### src/hw/thermal_throttle_pkg.sv
// package: register fields, reset values, timing and types for the thermal throttle block
package thermal_throttle_pkg;
	localparam int unsigned CLK_FREQ_HZ = 100_000_000;
	localparam int unsigned MIN_ENGAGE_US = 1000;
	localparam int unsigned MIN_ENGAGE_CYCLES = (MIN_ENGAGE_US * (CLK_FREQ_HZ / 1_000_000));
	localparam int unsigned MSR_ADDR_W = 2;
	localparam logic [1:0] ADDR_THERMAL_STATUS = 2'h0;
	localparam logic [1:0] ADDR_THERMAL_INT_CTRL = 2'h1;
	localparam logic [1:0] ADDR_CLOCK_DUTY_CTRL = 2'h2;
	localparam logic [1:0] ADDR_MISC_FEATURE_EN = 2'h3;
	localparam int unsigned STAT_CUR_BIT = 0;
	localparam int unsigned STAT_LOG_BIT = 1;
	localparam int unsigned INT_HIGH_EN_BIT = 0;
	localparam int unsigned INT_LOW_EN_BIT = 1;
	localparam int unsigned DUTY_EXT_BIT = 0;
	localparam int unsigned DUTY_SEL_LSB = 1;
	localparam int unsigned DUTY_EN_BIT = 4;
	localparam int unsigned MISC_DUTY_THROTTLE_BIT = 3;
	localparam int unsigned MISC_FV_THROTTLE_BIT = 13;
	localparam logic [4:0] CLOCK_DUTY_RESET = 5'h02;
	localparam logic [1:0] INT_CTRL_RESET = 2'h0;
	localparam logic [2:0] DUTY_CODE_RESERVED = 3'h0;
	localparam logic [3:0] THROTTLE_DUTY_SLOTS = 4'h8;
	typedef struct packed {
		logic wr;
		logic [1:0] addr;
		logic [63:0] wdata;
	} msr_req_t;
	typedef struct packed {
		logic valid;
		logic [15:0] target;
	} perf_req_t;
	typedef enum logic [1:0] {
		TCC_IDLE = 2'b00,
		TCC_MIN_HOLD = 2'b01,
		TCC_HYST = 2'b10
	} tcc_state_t;
endpackage : thermal_throttle_pkg

### src/hw/stop_clock_gate.sv
// stop-clock window: passes the clock for a selected number of slots per window
`timescale 1ns/1ps
`default_nettype none
module stop_clock_gate
	import thermal_throttle_pkg::*;
#(
	parameter int unsigned SLOT_W = 4
)
(
	input wire logic clk_in,
	input wire logic reset_in,
	input wire logic active_in,
	input wire logic ext_mode_in,
	input wire logic [SLOT_W-1:0] pass_slots_in,
	output logic clk_pass_out,
	output logic window_end_out
);
	logic [SLOT_W-1:0] slot_reg;
	logic [SLOT_W-1:0] slot_next;
	wire logic [SLOT_W-1:0] last_slot;
	// the window is 8 slots normally and 16 in extended mode
	assign last_slot = ext_mode_in ? {SLOT_W{1'b1}} : SLOT_W'(7);
	assign slot_next = (slot_reg == last_slot) ? '0 : slot_reg + SLOT_W'(1);
	// duty means clock reaching the core, not waveform ratio
	assign clk_pass_out = !active_in || (slot_reg < pass_slots_in);
	assign window_end_out = !active_in || (slot_reg == last_slot);
	// counter idles at zero so a fresh window always starts at its first slot
	always_ff @(posedge clk_in)
	begin
		if (reset_in || !active_in)
			slot_reg <= '0;
		else
			slot_reg <= slot_next;
	end
endmodule : stop_clock_gate
`default_nettype wire

### src/hw/thermal_throttle_clock_modulation.sv
// thermal throttle and on-demand clock modulation controller for one core
// Function
// - duty-cycle throttling lets performance changes start while the circuit is engaged.
// - frequency/voltage throttling holds performance changes until the circuit disengages.
// - status bit 0 reads one while tripped and throttling, else zero.
// - status bit 1 is a sticky trip log, software clears, reset clears.
// - throttling stays engaged at least about one millisecond after a trip.
// - after that, release only once the hysteresis-qualified cool signal arrives.
// - interrupts are held during stop-clock slots and delivered later, none lost.
// - high enable bit 0 requests interrupt on each rising trip.
// - low enable bit 1 requests interrupt on each falling trip.
// - interrupt passes a maskable vector entry; enables clear, entry masked at reset.
// - time-stamp counter counts every unmodulated clock.
// - adaptive throttling picks target by whether the current point cooled the core; here the adaptive low target is never applied.
// - each core has its own trip; adaptive trip in either moves both cores.
// - trip threshold is fixed at manufacture, no software field changes it.
// - duty control bit 4 enables software clock modulation, only once it is set in every thread.
// - duty select bits 3:1 act only while modulation enable is set.
// - 3-bit code n gives n eighths; code zero is reserved.
// - when tripped with duty throttling on and frequency/voltage throttling off, throttle duty overrides software duty.
// - per-thread duty registers; core uses lowest, or highest in legacy option.
// - each core applies its own duty independently of other cores.
// - with the extension, bit 0 joins bits 3:1 for sixteenth steps.
// - without the extension, bit 0 of duty control is reserved.
// - duty is the fraction of time the clock reaches the core.
// - misc enable bit 3 turns on duty throttling; cleared at reset.
// - misc enable bit 13 turns on frequency/voltage throttling.
// - frequency/voltage target comes from throttle target bits 15:0.
`timescale 1ns/1ps
`default_nettype none
module thermal_throttle_clock_modulation
	import thermal_throttle_pkg::*;
#(
	parameter int unsigned THREADS = 2,
	parameter int unsigned MIN_ENGAGE = MIN_ENGAGE_CYCLES,
	parameter bit EXT_SUPPORTED = 1'b1,
	parameter bit LEGACY_HIGHEST = 1'b0
)
(
	input wire logic clk_in,
	input wire logic reset_in,
	// register access, one request port per logical thread
	input wire msr_req_t [THREADS-1:0] msr_req_in,
	output logic [THREADS-1:0][63:0] msr_rdata_out,
	// factory-set sensor trip and its hysteresis-qualified cool indication
	input wire logic sensor_trip_in,
	input wire logic sensor_cool_in,
	input wire logic peer_core_trip_in,
	input wire logic adaptive_en_in,
	input wire logic [15:0] throttle_target_in,
	input wire logic [15:0] adaptive_low_target_in,
	input wire perf_req_t perf_req_in,
	input wire logic lvt_mask_in,
	input wire logic irq_pending_in,
	output logic irq_deliver_out,
	output logic thermal_irq_out,
	output logic core_clk_en_out,
	output logic adaptive_peer_req_out,
	output perf_req_t perf_apply_out,
	output logic [63:0] tsc_out
);
	localparam int unsigned CNT_W = $clog2(MIN_ENGAGE + 1);
	tcc_state_t state_reg, state_next;
	logic [CNT_W-1:0] hold_cnt_reg;
	logic [CNT_W-1:0] hold_cnt_next;
	logic log_reg;
	logic trip_prev_reg;
	logic [1:0] int_en_reg;
	logic [THREADS-1:0][4:0] duty_ctrl_reg;
	logic duty_throttle_en_reg;
	logic fv_throttle_en_reg;
	logic perf_held_reg;
	logic [15:0] perf_held_target_reg;
	logic perf_valid_reg;
	logic [15:0] perf_target_reg;
	logic [15:0] last_target_reg;
	wire logic irq_hold;
	logic [63:0] tsc_reg;
	logic [3:0] gate_slots;
	logic gate_pass;
	logic gate_window_end;
	wire logic tcc_engaged;
	wire logic tripped_any;
	wire logic rise_evt;
	wire logic fall_evt;
	wire logic [THREADS-1:0] wr_status;
	wire logic [THREADS-1:0] wr_int;
	wire logic [THREADS-1:0] wr_duty;
	wire logic [THREADS-1:0] wr_misc;
	wire logic log_clear;
	wire logic [THREADS-1:0][3:0] thread_slots;
	wire logic [THREADS-1:0] thread_on;
	wire logic sw_mod_on;
	wire logic throttle_duty_on;
	wire logic fv_engaged;
	wire logic [15:0] fv_target;
	wire logic [CNT_W-1:0] engage_last;
	// adaptive mode lets a peer trip throttle this core too
	assign tripped_any = sensor_trip_in || (adaptive_en_in && peer_core_trip_in);
	assign adaptive_peer_req_out = adaptive_en_in && sensor_trip_in;
	assign tcc_engaged = (state_reg != TCC_IDLE);
	assign engage_last = CNT_W'(MIN_ENGAGE - 1);
	assign rise_evt = sensor_trip_in && !trip_prev_reg;
	assign fall_evt = !sensor_trip_in && trip_prev_reg;
	// engage on trip, hold the minimum time, then wait for cool with hysteresis
	always_comb
	begin
		state_next = state_reg;
		hold_cnt_next = hold_cnt_reg;
		case (state_reg)
			TCC_IDLE:
			begin
				hold_cnt_next = '0;
				if (tripped_any)
					state_next = TCC_MIN_HOLD;
			end
			TCC_MIN_HOLD:
			begin
				hold_cnt_next = hold_cnt_reg + CNT_W'(1);
				if (hold_cnt_reg == engage_last)
					state_next = TCC_HYST;
			end
			TCC_HYST:
			begin
				hold_cnt_next = '0;
				if (sensor_cool_in && !tripped_any)
					state_next = TCC_IDLE;
			end
			default:
			begin
				state_next = TCC_IDLE;
				hold_cnt_next = '0;
			end
		endcase
	end
	// register decode per thread; status, interrupt and misc are core-wide
	genvar t;
	generate
		for (t = 0; t < THREADS; t++)
		begin : g_thread
			assign wr_status[t] = msr_req_in[t].wr && msr_req_in[t].addr == ADDR_THERMAL_STATUS;
			assign wr_int[t] = msr_req_in[t].wr && msr_req_in[t].addr == ADDR_THERMAL_INT_CTRL;
			assign wr_duty[t] = msr_req_in[t].wr && msr_req_in[t].addr == ADDR_CLOCK_DUTY_CTRL;
			assign wr_misc[t] = msr_req_in[t].wr && msr_req_in[t].addr == ADDR_MISC_FEATURE_EN;
			assign thread_on[t] = duty_ctrl_reg[t][DUTY_EN_BIT];
			// 3-bit code scaled to sixteenths; bit 0 joins only with the extension
			assign thread_slots[t] = (EXT_SUPPORTED && duty_ctrl_reg[t][DUTY_EXT_BIT]) ?
				duty_ctrl_reg[t][3:0] : {duty_ctrl_reg[t][3:1], 1'b0};
			always_comb
			begin
				msr_rdata_out[t] = '0;
				case (msr_req_in[t].addr)
					ADDR_THERMAL_STATUS:
					begin
						msr_rdata_out[t][STAT_CUR_BIT] = tcc_engaged && sensor_trip_in;
						msr_rdata_out[t][STAT_LOG_BIT] = log_reg;
					end
					ADDR_THERMAL_INT_CTRL: msr_rdata_out[t][1:0] = int_en_reg;
					ADDR_CLOCK_DUTY_CTRL: msr_rdata_out[t][4:0] = duty_ctrl_reg[t];
					ADDR_MISC_FEATURE_EN:
					begin
						msr_rdata_out[t][MISC_DUTY_THROTTLE_BIT] = duty_throttle_en_reg;
						msr_rdata_out[t][MISC_FV_THROTTLE_BIT] = fv_throttle_en_reg;
					end
					default: msr_rdata_out[t] = '0;
				endcase
			end
			// duty control is per thread
			always_ff @(posedge clk_in)
			begin
				if (reset_in)
					duty_ctrl_reg[t] <= CLOCK_DUTY_RESET;
				else if (wr_duty[t])
					duty_ctrl_reg[t] <= {msr_req_in[t].wdata[4:1],
						EXT_SUPPORTED ? msr_req_in[t].wdata[0] : 1'b0};
			end
		end
	endgenerate
	// software may clear the log by writing zero; a trip in that cycle wins
	assign log_clear = |(wr_status & ~{THREADS{1'b0}}) &&
		!msr_req_in[0].wdata[STAT_LOG_BIT] && wr_status[0] ||
		(THREADS > 1 && wr_status[THREADS-1] && !msr_req_in[THREADS-1].wdata[STAT_LOG_BIT]);
	// merged thread duty: lowest normally, highest on the legacy option
	always_comb
	begin
		gate_slots = 4'hf;
		if (LEGACY_HIGHEST)
			gate_slots = 4'h0;
		for (int i = 0; i < THREADS; i++)
		begin
			if (LEGACY_HIGHEST && thread_slots[i] > gate_slots)
				gate_slots = thread_slots[i];
			else if (!LEGACY_HIGHEST && thread_slots[i] < gate_slots)
				gate_slots = thread_slots[i];
		end
		// reserved code zero falls back to the default eighth
		if (gate_slots == 4'h0)
			gate_slots = {DUTY_CODE_RESERVED + 3'h1, 1'b0};
		// throttle duty overrides the software duty while hot, unless frequency/voltage throttling is also on
		if (throttle_duty_on)
			gate_slots = THROTTLE_DUTY_SLOTS;
	end
	// modulation needs all threads enabled; duty field ignored otherwise
	assign sw_mod_on = &thread_on;
	assign throttle_duty_on = duty_throttle_en_reg && tcc_engaged && !fv_throttle_en_reg;
	stop_clock_gate #(
		.SLOT_W(4)
	) u_gate (
		.clk_in(clk_in),
		.reset_in(reset_in),
		.active_in(sw_mod_on || throttle_duty_on),
		.ext_mode_in(1'b1),
		.pass_slots_in(gate_slots),
		.clk_pass_out(gate_pass),
		.window_end_out(gate_window_end)
	);
	assign core_clk_en_out = gate_pass;
	// frequency/voltage throttling with its target; adaptive low point is selected only in TCC_HYST, where no target is applied
	assign fv_engaged = fv_throttle_en_reg && tcc_engaged;
	assign fv_target = (adaptive_en_in && state_reg == TCC_HYST && last_target_reg == throttle_target_in) ?
		adaptive_low_target_in : throttle_target_in;
	// interrupts stay pending through gated-off slots; the source keeps them, so none is lost
	assign irq_hold = !gate_pass && !gate_window_end;
	assign irq_deliver_out = irq_pending_in && gate_pass && !irq_hold;
	assign thermal_irq_out = ((rise_evt && int_en_reg[INT_HIGH_EN_BIT]) ||
		(fall_evt && int_en_reg[INT_LOW_EN_BIT])) && !lvt_mask_in;
	assign perf_apply_out.valid = perf_valid_reg;
	assign perf_apply_out.target = perf_target_reg;
	assign tsc_out = tsc_reg;
	// core-wide state, thermal log and throttle engine
	always_ff @(posedge clk_in)
	begin
		if (reset_in)
		begin
			state_reg <= TCC_IDLE;
			hold_cnt_reg <= '0;
			log_reg <= 1'b0;
			trip_prev_reg <= 1'b0;
			int_en_reg <= INT_CTRL_RESET;
			duty_throttle_en_reg <= 1'b0;
			fv_throttle_en_reg <= 1'b0;
		end
		else
		begin
			state_reg <= state_next;
			hold_cnt_reg <= hold_cnt_next;
			trip_prev_reg <= sensor_trip_in;
			if (sensor_trip_in)
				log_reg <= 1'b1;
			else if (log_clear)
				log_reg <= 1'b0;
			for (int i = 0; i < THREADS; i++)
			begin
				if (wr_int[i])
					int_en_reg <= msr_req_in[i].wdata[1:0];
				if (wr_misc[i])
				begin
					duty_throttle_en_reg <= msr_req_in[i].wdata[MISC_DUTY_THROTTLE_BIT];
					fv_throttle_en_reg <= msr_req_in[i].wdata[MISC_FV_THROTTLE_BIT];
				end
			end
		end
	end
	// performance requests: pass in duty mode, defer in frequency/voltage mode
	always_ff @(posedge clk_in)
	begin
		if (reset_in)
		begin
			perf_held_reg <= 1'b0;
			perf_held_target_reg <= '0;
			perf_valid_reg <= 1'b0;
			perf_target_reg <= '0;
			last_target_reg <= '0;
		end
		else
		begin
			perf_valid_reg <= 1'b0;
			if (fv_engaged && (state_reg == TCC_MIN_HOLD) && hold_cnt_reg == '0)
			begin
				perf_valid_reg <= 1'b1;
				perf_target_reg <= fv_target;
				last_target_reg <= fv_target;
			end
			else if (perf_req_in.valid && fv_engaged)
			begin
				perf_held_reg <= 1'b1;
				perf_held_target_reg <= perf_req_in.target;
			end
			else if (perf_req_in.valid)
			begin
				perf_valid_reg <= 1'b1;
				perf_target_reg <= perf_req_in.target;
				perf_held_reg <= 1'b0;
			end
			else if (perf_held_reg && !fv_engaged)
			begin
				perf_valid_reg <= 1'b1;
				perf_target_reg <= perf_held_target_reg;
				perf_held_reg <= 1'b0;
			end
		end
	end
	// time-stamp counter counts every unmodulated clock
	always_ff @(posedge clk_in)
	begin
		if (reset_in)
			tsc_reg <= '0;
		else
			tsc_reg <= tsc_reg + 64'h0000_0000_0000_0001;
	end
endmodule : thermal_throttle_clock_modulation
`default_nettype wire

### config.mk
export PLATFORM = sky130hd
export DESIGN_NAME = thermal_throttle_clock_modulation
export DESIGN_NICKNAME = d
export VERILOG_FILES = /design/src/hw/thermal_throttle_pkg.sv /design/src/hw/stop_clock_gate.sv /design/src/hw/thermal_throttle_clock_modulation.sv
export SDC_FILE = /design/constraint.sdc
export NUM_CORES = 1
export LEC_CHECK = 0
export ABC_AREA = 1
export BUFFER_PORTS_ARGS = -buffer_cell sky130_fd_sc_hd__clkbuf_2
export CAP_MARGIN = 20
export CORE_ASPECT_RATIO = 0.6
export CORE_MARGIN = 10
export CORE_UTILIZATION = 49
export CTS_BUF_LIST = sky130_fd_sc_hd__clkbuf_4
export DETAILED_ROUTE_END_ITERATION = 8
export PLACE_DENSITY = 0.91
export SLEW_MARGIN = 20
export SYNTH_ARGS = -nofsm -noshare
export SYNTH_HDL_FRONTEND = slang
export SYNTH_SLANG_ARGS = --single-unit
### constraint.sdc
create_clock -name clk_in -period 2.45 [get_ports clk_in]
set_input_delay 0 -clock clk_in [delete_from_list [all_inputs] [get_ports clk_in]]
set_output_delay 0 -clock clk_in [all_outputs]
set_load 0.005 [all_outputs]
==> results of run 1 <==
[synth_stat cells, types with 5 or more instances]
cell type,number
a21oi_1,110
buf_2,5
buf_4,118
clkbuf_1,22
dfxtp_1,153
ha_1,10
inv_1,143
inv_2,5
nand2_1,332
nand2_2,5
nand3_1,51
nand3b_1,16
nand4_1,35
nor2_1,161
nor3_1,40
nor4_1,6
o21ai_0,64
or2_0,7
or2_2,12
xnor2_1,9
xor2_1,9
[kinds of logic (layout without fill, tap and decap cells)]
logic type                 count (synthesis)  count (layout)  share of synthesized area (%)
buffers and inverters                    299             427                          17.47
xor gates and xnor gates                  18              18                          1.749
and+or+nand+nor                          686             686                          33.69
adders and majority gates                 10              10                          1.388
AOI/OAI and AO/OA                        200             200                          11.69
DFF                                      153             153                          33.98
other                                      1             116                        0.04160
[final cells by class]
cell class,instances,area [um2],share of cell area (%)
Clock buffer,17,127.6,1.180
Tap cell,240,300.3,2.776
Clock inverter,15,242.7,2.244
Timing Repair Buffer,243,1607,14.85
Multi-Input combinational cell,1030,4893,45.24
Sequential cell,153,3070,28.39
Inverter,152,575.6,5.321
[power by group through the flow]
stage                     Sequential [W]  Clock (W)  Combinational, W
final                            0.00260    0.00201          0.000707
after global routing             0.00261    0.00213          0.000784
after CTS                        0.00260    0.00202          0.000665
after detailed placement         0.00265          0          0.000557
after global placement           0.00265          0          0.000543
after floorplan                  0.00264          0          0.000490
[per-stage QoR]
stage	cell area, um2	power, W	setup TNS [ps]	instances
2_1_floorplan	9447	0.003131	0	1482
3_3_place_gp	9694	0.003190	0	1751
3_5_place_dp	9694	0.003206	0	1751
4_1_cts	10800	0.005287	-430.2	1848
5_1_grt	10820	0.005528	-775.7	1850
6_report	10820	0.005317	-451.3	1850
[metal layers]
metal | up-vias | GRT usage, %
li1 | 4631 | -
met1 | 4392 | 34.89
met2 | 520 | 36.61
met3 | 36 | 10.03
met4 | 0 | 6.082
met5 | - | 0
[layout by cell type (no fill, tap or decap), types with 3 or more instances in the layout]
master	count
nand2_1	325
nor2_1	160
clkbuf_2	153
dfxtp_1	147
inv_1	139
conb_1	116
a21oi_1	108
dlygate4sd3_1	63
o21ai_0	62
nand3_1	51
nor3_1	40
nand4_1	35
buf_4	24
clkbuf_4	17
nand3b_1	16
or2_2	12
nand2_2	11
xnor2_1	9
xor2_1	9
inv_2	8
or2_0	7
ha_1	7
nor4_1	6
bufinv_16	6
dfxtp_2	6
clkinv_1	5
o211ai_1	4
o21a_1	4
nor2_2	4
nand3_2	4
a31oi_1	4
inv_6	4
o22ai_1	3
o21ai_1	3
nor2_4	3
nor3_2	3
nor3b_1	3
ha_4	3
[path summary, 6_finish.rpt]
| path | from | end | slack, ps | cells past startpoint |
|---|---|---|---|---|
| worst max-delay path | duty_ctrl_reg[3]$_SDFFE_PP0P_ | irq_deliver_out | -260 | 18 |
| worst min-delay path | msr_req_in[133] | int_en_reg[0]$_SDFFE_PP0P_ | 80 | 8 |
| worst max register to register | tsc_out[8]$_SDFF_PP0_ | tsc_out[38]$_SDFF_PP0_ | 100 | 7 |
| worst min register to register | hold_cnt_reg[0]$_SDFF_PP0_ | hold_cnt_reg[0]$_SDFF_PP0_ | 470 | 1 |
[repair_timing]
| item | in CTS | in global routing |
|---|---|---|
| pin swaps | 11 | 13 |
| setup endpoints to repair | 2 | 3 |
| setup buffers | 2 | 2 |
| hold buffers | 63 | 0 |
| endpoints found under the hold margin | 78 | 0 |
| gates resized for setup | 26 | 5 |
[tightest hold or removal path, cell delays in order]
cell      delay [ps]
clkbuf_2          80
inv_1             90
nor2_2           130
inv_1             70
nand2_1           80
inv_1             50
nand2_1           60
a21oi_1           60
==> impl_metrics.ini, run 1 <==
[power]
seq_power_share_pct = 48.9
ir_drop_mv = 0.3202
combPwrFrac_pct = 13.3
leakage_nw = 4.631
swShare_pct = 27.44
power.density_nw_per_um2 = 491.6
power.share.clock_pct = 37.8
p_int_w = 0.003858
p_sw_w = 0.001459

[route]
vias = 9579
route.met2.wl_mm = 13.73
wl_mm = 32.73
vias_per_cell = 5.178
highest_layer = met4
drc = 0
drt_iter0_markers = 1046
avgRoutedWirePerCell_um = 17.69
firstDrtPassIters = 5
drtAntennaViolNets = 0
met1_length_mm = 14.14
wl_met3_mm = 4.417

[worst_setup_path]
cp_max_fo = 5
critical-path-max-stage-delay_ps = 360
end_kind = output port
crit_chain = inv_2, ha_4, nand2_2, inv_2, nand2_2, nand2_4, nand2_2, o21ai_2, o21ai_1, a21oi_1, o21bai_1, ha_1, nand2_1, nand2_1, nand2_1, nand2_2, a21oi_2, buf_2
start_kind = flip-flop
crit_top_cell = nand2_2
crit_type = reg2out
cp.required_ps = 2450
cp_top_family = adder cells
slowest_stage = dfxtp_2
worst-path-buf-inv = 3
arrival_ps = 2710

[global_route]
overflow = 0
grt_pass1_wl_mm = 49.76
grt_usage_pct = 25.48
antenna_found_initial = 0
grt_pass1_vias = 8742
grt_max_degree = 63

[run_status]
status = complete, but fails checks
violations = negative setup slack

[timing]
tightest_slew_ps = 735.1
skew_ps = 20.87
slew_headroom_pct = 50.99
slew_violations = 0
hold_viol = 0
whs_ps = 84.74
setup_viol = 2
min_period_over_period_pct = 110.6
fin_ws_ps = -259.0
period_needed_ps = 2709
fmax_ghz = 0.3691
rsz0062_at_grt = yes

[clock_network]
clkSinkCount = 153
clockBufferDepth = 2
insertion_delay_ps = 570
cts_buffers = 17
cts_root_buffer = clkbuf_4
clkTransAtPathRegs_ps = 140
cts_tree = done
h-tree-depth = 4

[layout]
syn2layout_area_growth_pct = 19.99
drive_gt1_share_pct = 17.14
final_util_pct = 59.87
final_nets = 1798
largest_reg_flops = 64
fillCellCount = 1671
n_antenna_cell = 0

[logic_synthesis]
yosysSeqAreaShare_pct = 33.98
synth_top_flop_cell = dfxtp_1
synthArstFlopShare_pct = 0
synth_top_area_share_pct = 33.98
synth.avg_cell_area_um2 = 6.595
yosys_warnings = 0
ys_top_cells_by_area = dfxtp_1 34%, nand2_1 14%, buf_4 9.8%
synth_area_leader_cell = dfxtp_1
syn_inst = 1367
synth-seq-cells = 153
synthDistinctLibCells = 46
netlist_area_um2 = 9015
synth_enable_flop_cells = 0

[placement]
portBuffers = 155
pre_cts_slack_ps = 58.58
hpwl_mm = 25.68
gp_congestion = 1.020

[die]
floorplan.initialDensity_pct = 49.90
die_x_um = 195.1
num_io_pins = 404
chipHeight_um = 125.1
coreArea_um2 = 18070
die_area_um2 = 24400
num_rows = 38

[min_path]
hp-class = in2reg

[run]
maxCapViolations = 0
Note: power is estimated with default switching activity, not from simulation.
==> run 2: changes to the inputs <==
--- a/config.mk
+++ b/config.mk
@@ -10,10 +10,10 @@
 export CAP_MARGIN = 20
 export CORE_ASPECT_RATIO = 0.6
 export CORE_MARGIN = 10
-export CORE_UTILIZATION = 49
+export CORE_UTILIZATION = 45
 export CTS_BUF_LIST = sky130_fd_sc_hd__clkbuf_4
 export DETAILED_ROUTE_END_ITERATION = 8
-export PLACE_DENSITY = 0.91
+export PLACE_DENSITY = 0.88
 export SLEW_MARGIN = 20
 export SYNTH_ARGS = -nofsm -noshare
 export SYNTH_HDL_FRONTEND = slang
==> constraint.sdc (replaced) <==
create_clock -name clk_in -period 2.3 [get_ports clk_in]
set_input_delay 0 -clock clk_in [delete_from_list [all_inputs] [get_ports clk_in]]
set_output_delay 0 -clock clk_in [all_outputs]
set_load 0.005 [all_outputs]
==> run 2 against run 1 <==
Net effect:
- combinational power rose by 9.1%
- worst hold slack gained 29 ps
- sequential cell count unchanged
- largest power group unchanged
- the run still ends with negative setup slack left
- critical path depth unchanged
- first-iteration DRC count grew 13%
- via count grew 0.27%
- cell area barely moved
- sequential power is 7% higher
==> impl_metrics.ini, run 2 (same netlist as run 1, synthesis figures left out) <==
[worst_setup_path]
arrival_ps = 2680
start_kind = flip-flop
crit_chain = inv_2, ha_4, nand2_2, inv_2, nand2_4, nand2_4, nand2_2, o21ai_2, o21ai_1, a21oi_1, o21bai_1, ha_1, nand2_1, nand2_1, nand2_1, nand2_2, a21oi_2, buf_2
ff2ff_setup_slack_ps = 220
slowest_stage = dfxtp_2
crit_type = reg2out
cp_top_family = adder cells
timing.rr.start = tsc_out[6]$_SDFF_PP0_
r2r-end = tsc_out[38]$_SDFF_PP0_
cp_max_fo = 3
reg2reg_depth = 8
end_kind = output port
critical-path-max-stage-delay_ps = 360
cp.required_ps = 2300
worst-path-buf-inv = 3

[layout]
final_cell_mix = 327 x nand2_1, 161 x nor2_1, 153 x clkbuf_2
fillCellCount = 1906
largest_reg_flops = 64
drive_gt1_share_pct = 17.56
final_nets = 1811
final_area_um2 = 10810
final_common_cell = nand2_1
n_antenna_cell = 0
syn2layout_area_growth_pct = 19.92

[timing]
slew_headroom_pct = 38.04
final.setup.tns_ps = -696.1
tightest_slew_ps = 929.4
slew_violations = 0
hold_viol = 0
period_needed_ps = 2683
fmax_ghz = 0.3727
skew_ps = 16.96
setup_viol = 2
fin_ws_ps = -382.8
rsz0062_at_grt = yes
min_period_over_period_pct = 116.6

[global_route]
grt_pass1_wl_mm = 50.46
grt_pass1_vias = 8897
overflow = 0
antenna_found_initial = 0
grt_usage_pct = 24.31
grt_max_degree = 81

[route]
drt_iter0_markers = 1178
wl_mm = 33.20
avgRoutedWirePerCell_um = 17.57
drtAntennaViolNets = 0
vias_per_cell = 5.085
firstDrtPassIters = 7
vias = 9605
drc = 0

[power]
seq_power_share_pct = 54.7
leakage_nw = 4.630
ir_drop_mv = 0.3093
power.density_nw_per_um2 = 468.0
combPwrFrac_pct = 15.2
swShare_pct = 31.20
p_int_w = 0.003481
p_sw_w = 0.001578
power.share.clock_pct = 30.1

[die]
coreArea_um2 = 19320
die_x_um = 202.7
floorplan.initialDensity_pct = 46.65
num_rows = 39
die_area_um2 = 26280
chipHeight_um = 129.6
num_io_pins = 404

[placement]
portBuffers = 155
place_area_um2 = 9817
gp_congestion = 1.056
hpwl_mm = 26.03

[run_status]
status = complete, but fails checks
violations = negative setup slack

[clock_network]
h-tree-depth = 4
cts_tree = done
clkSinkCount = 153
clockBufferDepth = 2
clkTransAtPathRegs_ps = 130
cts_root_buffer = clkbuf_4
cts_buffers = 17
insertion_delay_ps = 580

[run]
maxCapViolations = 0

[min_path]
hp-start = msr_req_in[133]
hp-class = in2reg
hold-path-cell-count = 6
whs_endpoint = duty_ctrl_reg[6]$_SDFFE_PP1P_
run 2: per-stage QoR:
step	utilization [%]	total power (W)	instances	hold WS [ps]	worst slack, ps
final	55.94	0.005060	1889	113.4	-382.8
after global routing	55.94	0.005306	1889	123.5	-601.5
after CTS	55.54	0.005031	1887	37.50	-491.9
after detailed placement	50.80	0.003432	1789	252.8	-86.04
after global placement	50.80	0.003412	1789	253.4	111.0
after floorplan	-	0.003335	1482	33.89	289.4
run 2: worst max path at each step:
stage                                             start              end  cells after the start
after floorplan           duty_ctrl_reg[3]$_SDFFE_PP0P_  irq_deliver_out                     14
after detailed placement  duty_ctrl_reg[3]$_SDFFE_PP0P_  irq_deliver_out                     15
after global placement    duty_ctrl_reg[3]$_SDFFE_PP0P_  irq_deliver_out                     15
after CTS                 duty_ctrl_reg[1]$_SDFFE_PP1P_  irq_deliver_out                     17
final                     duty_ctrl_reg[3]$_SDFFE_PP0P_  irq_deliver_out                     18
after global routing      duty_ctrl_reg[3]$_SDFFE_PP0P_  irq_deliver_out                     18
run 2: power by group through the flow:
stage	sequential, W	clock [W]	combinational [W]
after CTS	0.00277	0.00155	0.000715
after global placement	0.00282	0	0.000592
after floorplan	0.00281	0	0.000521
after global routing	0.00278	0.00166	0.000863
final	0.00277	0.00152	0.000771
after detailed placement	0.00282	0	0.000610
run 2: tightest hold or removal path: stages:
cell and delay [ps]:
clkbuf_2 70, inv_1 90, nor2_1 160, inv_1 170, nand2_1 90, nand3_1 60
run 2: layout make-up:
| type | instances | area [um2] | share of cell area, % |
|---|---|---|---|
| multi-input combinational | 1030 | 4891 | 45.24 |
| sequential | 153 | 3073 | 28.43 |
| timing repair buffer | 256 | 1707 | 15.79 |
| inverter | 152 | 573.1 | 5.301 |
| tap | 266 | 332.8 | 3.079 |
| clock buffer | 18 | 135.1 | 1.250 |
| clock inverter | 14 | 98.84 | 0.9143 |
run 2: routing by layer:
| layer | wire (um) | GRT usage, % | share of wire (%) | up-vias |
|---|---|---|---|---|
| met3 | 4248 | 10.45 | 13 | 30 |
| met2 | 13930 | 35.21 | 42 | 479 |
| met5 | 0 | 0 | 0 | - |
| met1 | 14700 | 33.16 | 44 | 4437 |
| met4 | 320 | 4.192 | 0.96 | 0 |
| li1 | - | - | - | 4659 |
run 2: what timing repair did:
action | in CTS | in global routing
setup endpoints to repair | 2 | 2
buffers inserted | 2 | 2
pin swaps | 2 | 11
endpoints found under the hold margin | 69 | 0
hold buffers | 64 | 0
gates resized for setup | 9 | 20
==> run 3: changes to the inputs <==
--- a/config.mk
+++ b/config.mk
@@ -13,6 +13,7 @@
 export CORE_UTILIZATION = 45
 export CTS_BUF_LIST = sky130_fd_sc_hd__clkbuf_4
 export DETAILED_ROUTE_END_ITERATION = 8
+export HOLD_SLACK_MARGIN = 0.15
 export PLACE_DENSITY = 0.88
 export SLEW_MARGIN = 20
 export SYNTH_ARGS = -nofsm -noshare
==> run 3 against run 2 <==
Net effect:
- the run still ends with negative setup slack left
- critical endpoint unchanged
- count of clock-buffer cells in the layout unchanged
- largest cell class unchanged
- sequential cell count unchanged
- routed wire length increased by 1.6%
- non-clock buffer count increased by 14
- cell area increased by 1.7%
==> impl_metrics.ini, run 3 (same netlist as run 1, synthesis figures left out) <==
[run_status]
status = complete, but fails checks
violations = negative setup slack

[route]
drtAntennaViolNets = 0
vias_per_cell = 5.081
firstDrtPassIters = 6
drc = 0
met1_length_mm = 14.79
avgRoutedWirePerCell_um = 17.72
route.met2.wl_mm = 14.40
wl_met3_mm = 4.164
wl_mm = 33.73
highest_layer = met4
vias = 9669
drt_iter0_markers = 1048

[min_path]
whs_endpoint = fv_throttle_en_reg$_SDFFE_PP0P_
hold-path-cell-count = 4
hp-start = msr_req_in[13]
hp-class = in2reg

[layout]
drive_gt1_share_pct = 18.02
final_common_cell = nand2_1
largest_reg_flops = 64
syn2layout_area_growth_pct = 22.00
final_cell_mix = 324 x nand2_1, 159 x nor2_1, 152 x clkbuf_2
final_util_pct = 56.92
n_antenna_cell = 0
final_nets = 1825

[worst_setup_path]
timing.rr.start = tsc_out[6]$_SDFF_PP0_
reg2reg_depth = 8
cp.required_ps = 2300
start_kind = flip-flop
end_kind = output port
cp_max_fo = 3
ff2ff_setup_slack_ps = 260
crit_type = reg2out
arrival_ps = 2700
r2r-end = tsc_out[38]$_SDFF_PP0_

[die]
num_io_pins = 404
num_rows = 39
die_x_um = 202.7
chipHeight_um = 129.6
coreArea_um2 = 19320
die_area_um2 = 26280
floorplan.initialDensity_pct = 46.65

[clock_network]
h-tree-depth = 4
cts_buffers = 17
insertion_delay_ps = 580
clkTransAtPathRegs_ps = 130
clockBufferDepth = 2
cts_root_buffer = clkbuf_4
cts_tree = done
clkSinkCount = 153

[global_route]
grt_pass1_vias = 9061
grt_usage_pct = 24.65
overflow = 0
grt_pass1_wl_mm = 51.25
grt_max_degree = 81
antenna_found_initial = 0

[timing]
setup_viol = 2
slew_headroom_pct = 36.99
min_period_over_period_pct = 117.2
tightest_slew_ps = 945.2
fmax_ghz = 0.3708
period_needed_ps = 2697
skew_ps = 25.72
slew_violations = 0
hold_viol = 0
rsz0062_at_grt = yes
fin_ws_ps = -396.6

[run]
maxCapViolations = 0

[power]
leakage_nw = 4.698
power.density_nw_per_um2 = 464.3
ir_drop_mv = 0.3046
power.total_w = 0.005106

[placement]
portBuffers = 155
gp_congestion = 1.056
hpwl_mm = 26.03
==> run 3: where the power goes <==
part	internal [W]	switching (W)
clock	0.000443	0.00108
sequential	0.00272	0.0000482
combinational	0.000342	0.000474
total	0.00351	0.00160
==> run 3: routing by layer <==
metal,track usage (%),vias to the layer above
li1,-,4689
met1,33.15,4496
met2,36.13,446
met3,10.73,38
met4,4.498,0
met5,0,-
==> run 3: cell type report <==
type	instances	area, um2
clock inverter	14	98.84
timing repair buffer	270	1853
sequential	153	3073
clock buffer	18	135.1
multi-input combinational	1030	4928
tap	266	332.8
fill	1885	8325
inverter	152	576.8
==> run 3: critical path: stages (launching register included) <==
cell      delay (ps)
dfxtp_2          360
inv_2             50
ha_4             280
nand2_2           60
inv_2             60
nand2_4           50
nand2_4          100
nand2_4           70
o21ai_4           60
o21ai_2           90
a21oi_2          100
o21bai_1          90
ha_1             270
nand2_1           60
nand2_1           50
nand2_1           70
nand2_2           60
a21oi_2          120
buf_2            120
==> run 3: stage by stage <==
stage | TNS, ps | setup WS [ps] | instance area [um2] | std cells | hold slack [ps]
final | -717.9 | -396.6 | 11000 | 1903 | 223.3
after global routing | -1116 | -581.0 | 11000 | 1903 | 211.9
after CTS | -888.0 | -491.9 | 10880 | 1902 | 192.9
after detailed placement | -86.04 | -86.04 | 9817 | 1789 | 252.8
after global placement | 0 | 111.0 | 9817 | 1789 | 253.4
after floorplan | 0 | 289.4 | 9447 | 1482 | 33.89
==> run 3: worst max path at each step <==
stage               cells past startpoint  slack, ps              end                     startpoint
floorplan                              14        290  irq_deliver_out  duty_ctrl_reg[3]$_SDFFE_PP0P_
global placement                       15        110  irq_deliver_out  duty_ctrl_reg[3]$_SDFFE_PP0P_
detailed placement                     15        -90  irq_deliver_out  duty_ctrl_reg[3]$_SDFFE_PP0P_
CTS                                    17       -490  irq_deliver_out  duty_ctrl_reg[1]$_SDFFE_PP1P_
global route                           18       -580  irq_deliver_out  duty_ctrl_reg[3]$_SDFFE_PP0P_
finish                                 18       -400  irq_deliver_out  duty_ctrl_reg[3]$_SDFFE_PP0P_
==> run 3: repair_timing <==
item | 4_1_cts | 5_1_grt
setup endpoints to repair | 2 | 9
hold buffers | 79 | 0
resized for setup | 9 | 38
hold endpoints to repair | 88 | 0
pin swaps | 2 | 15
buffers inserted | 2 | 2
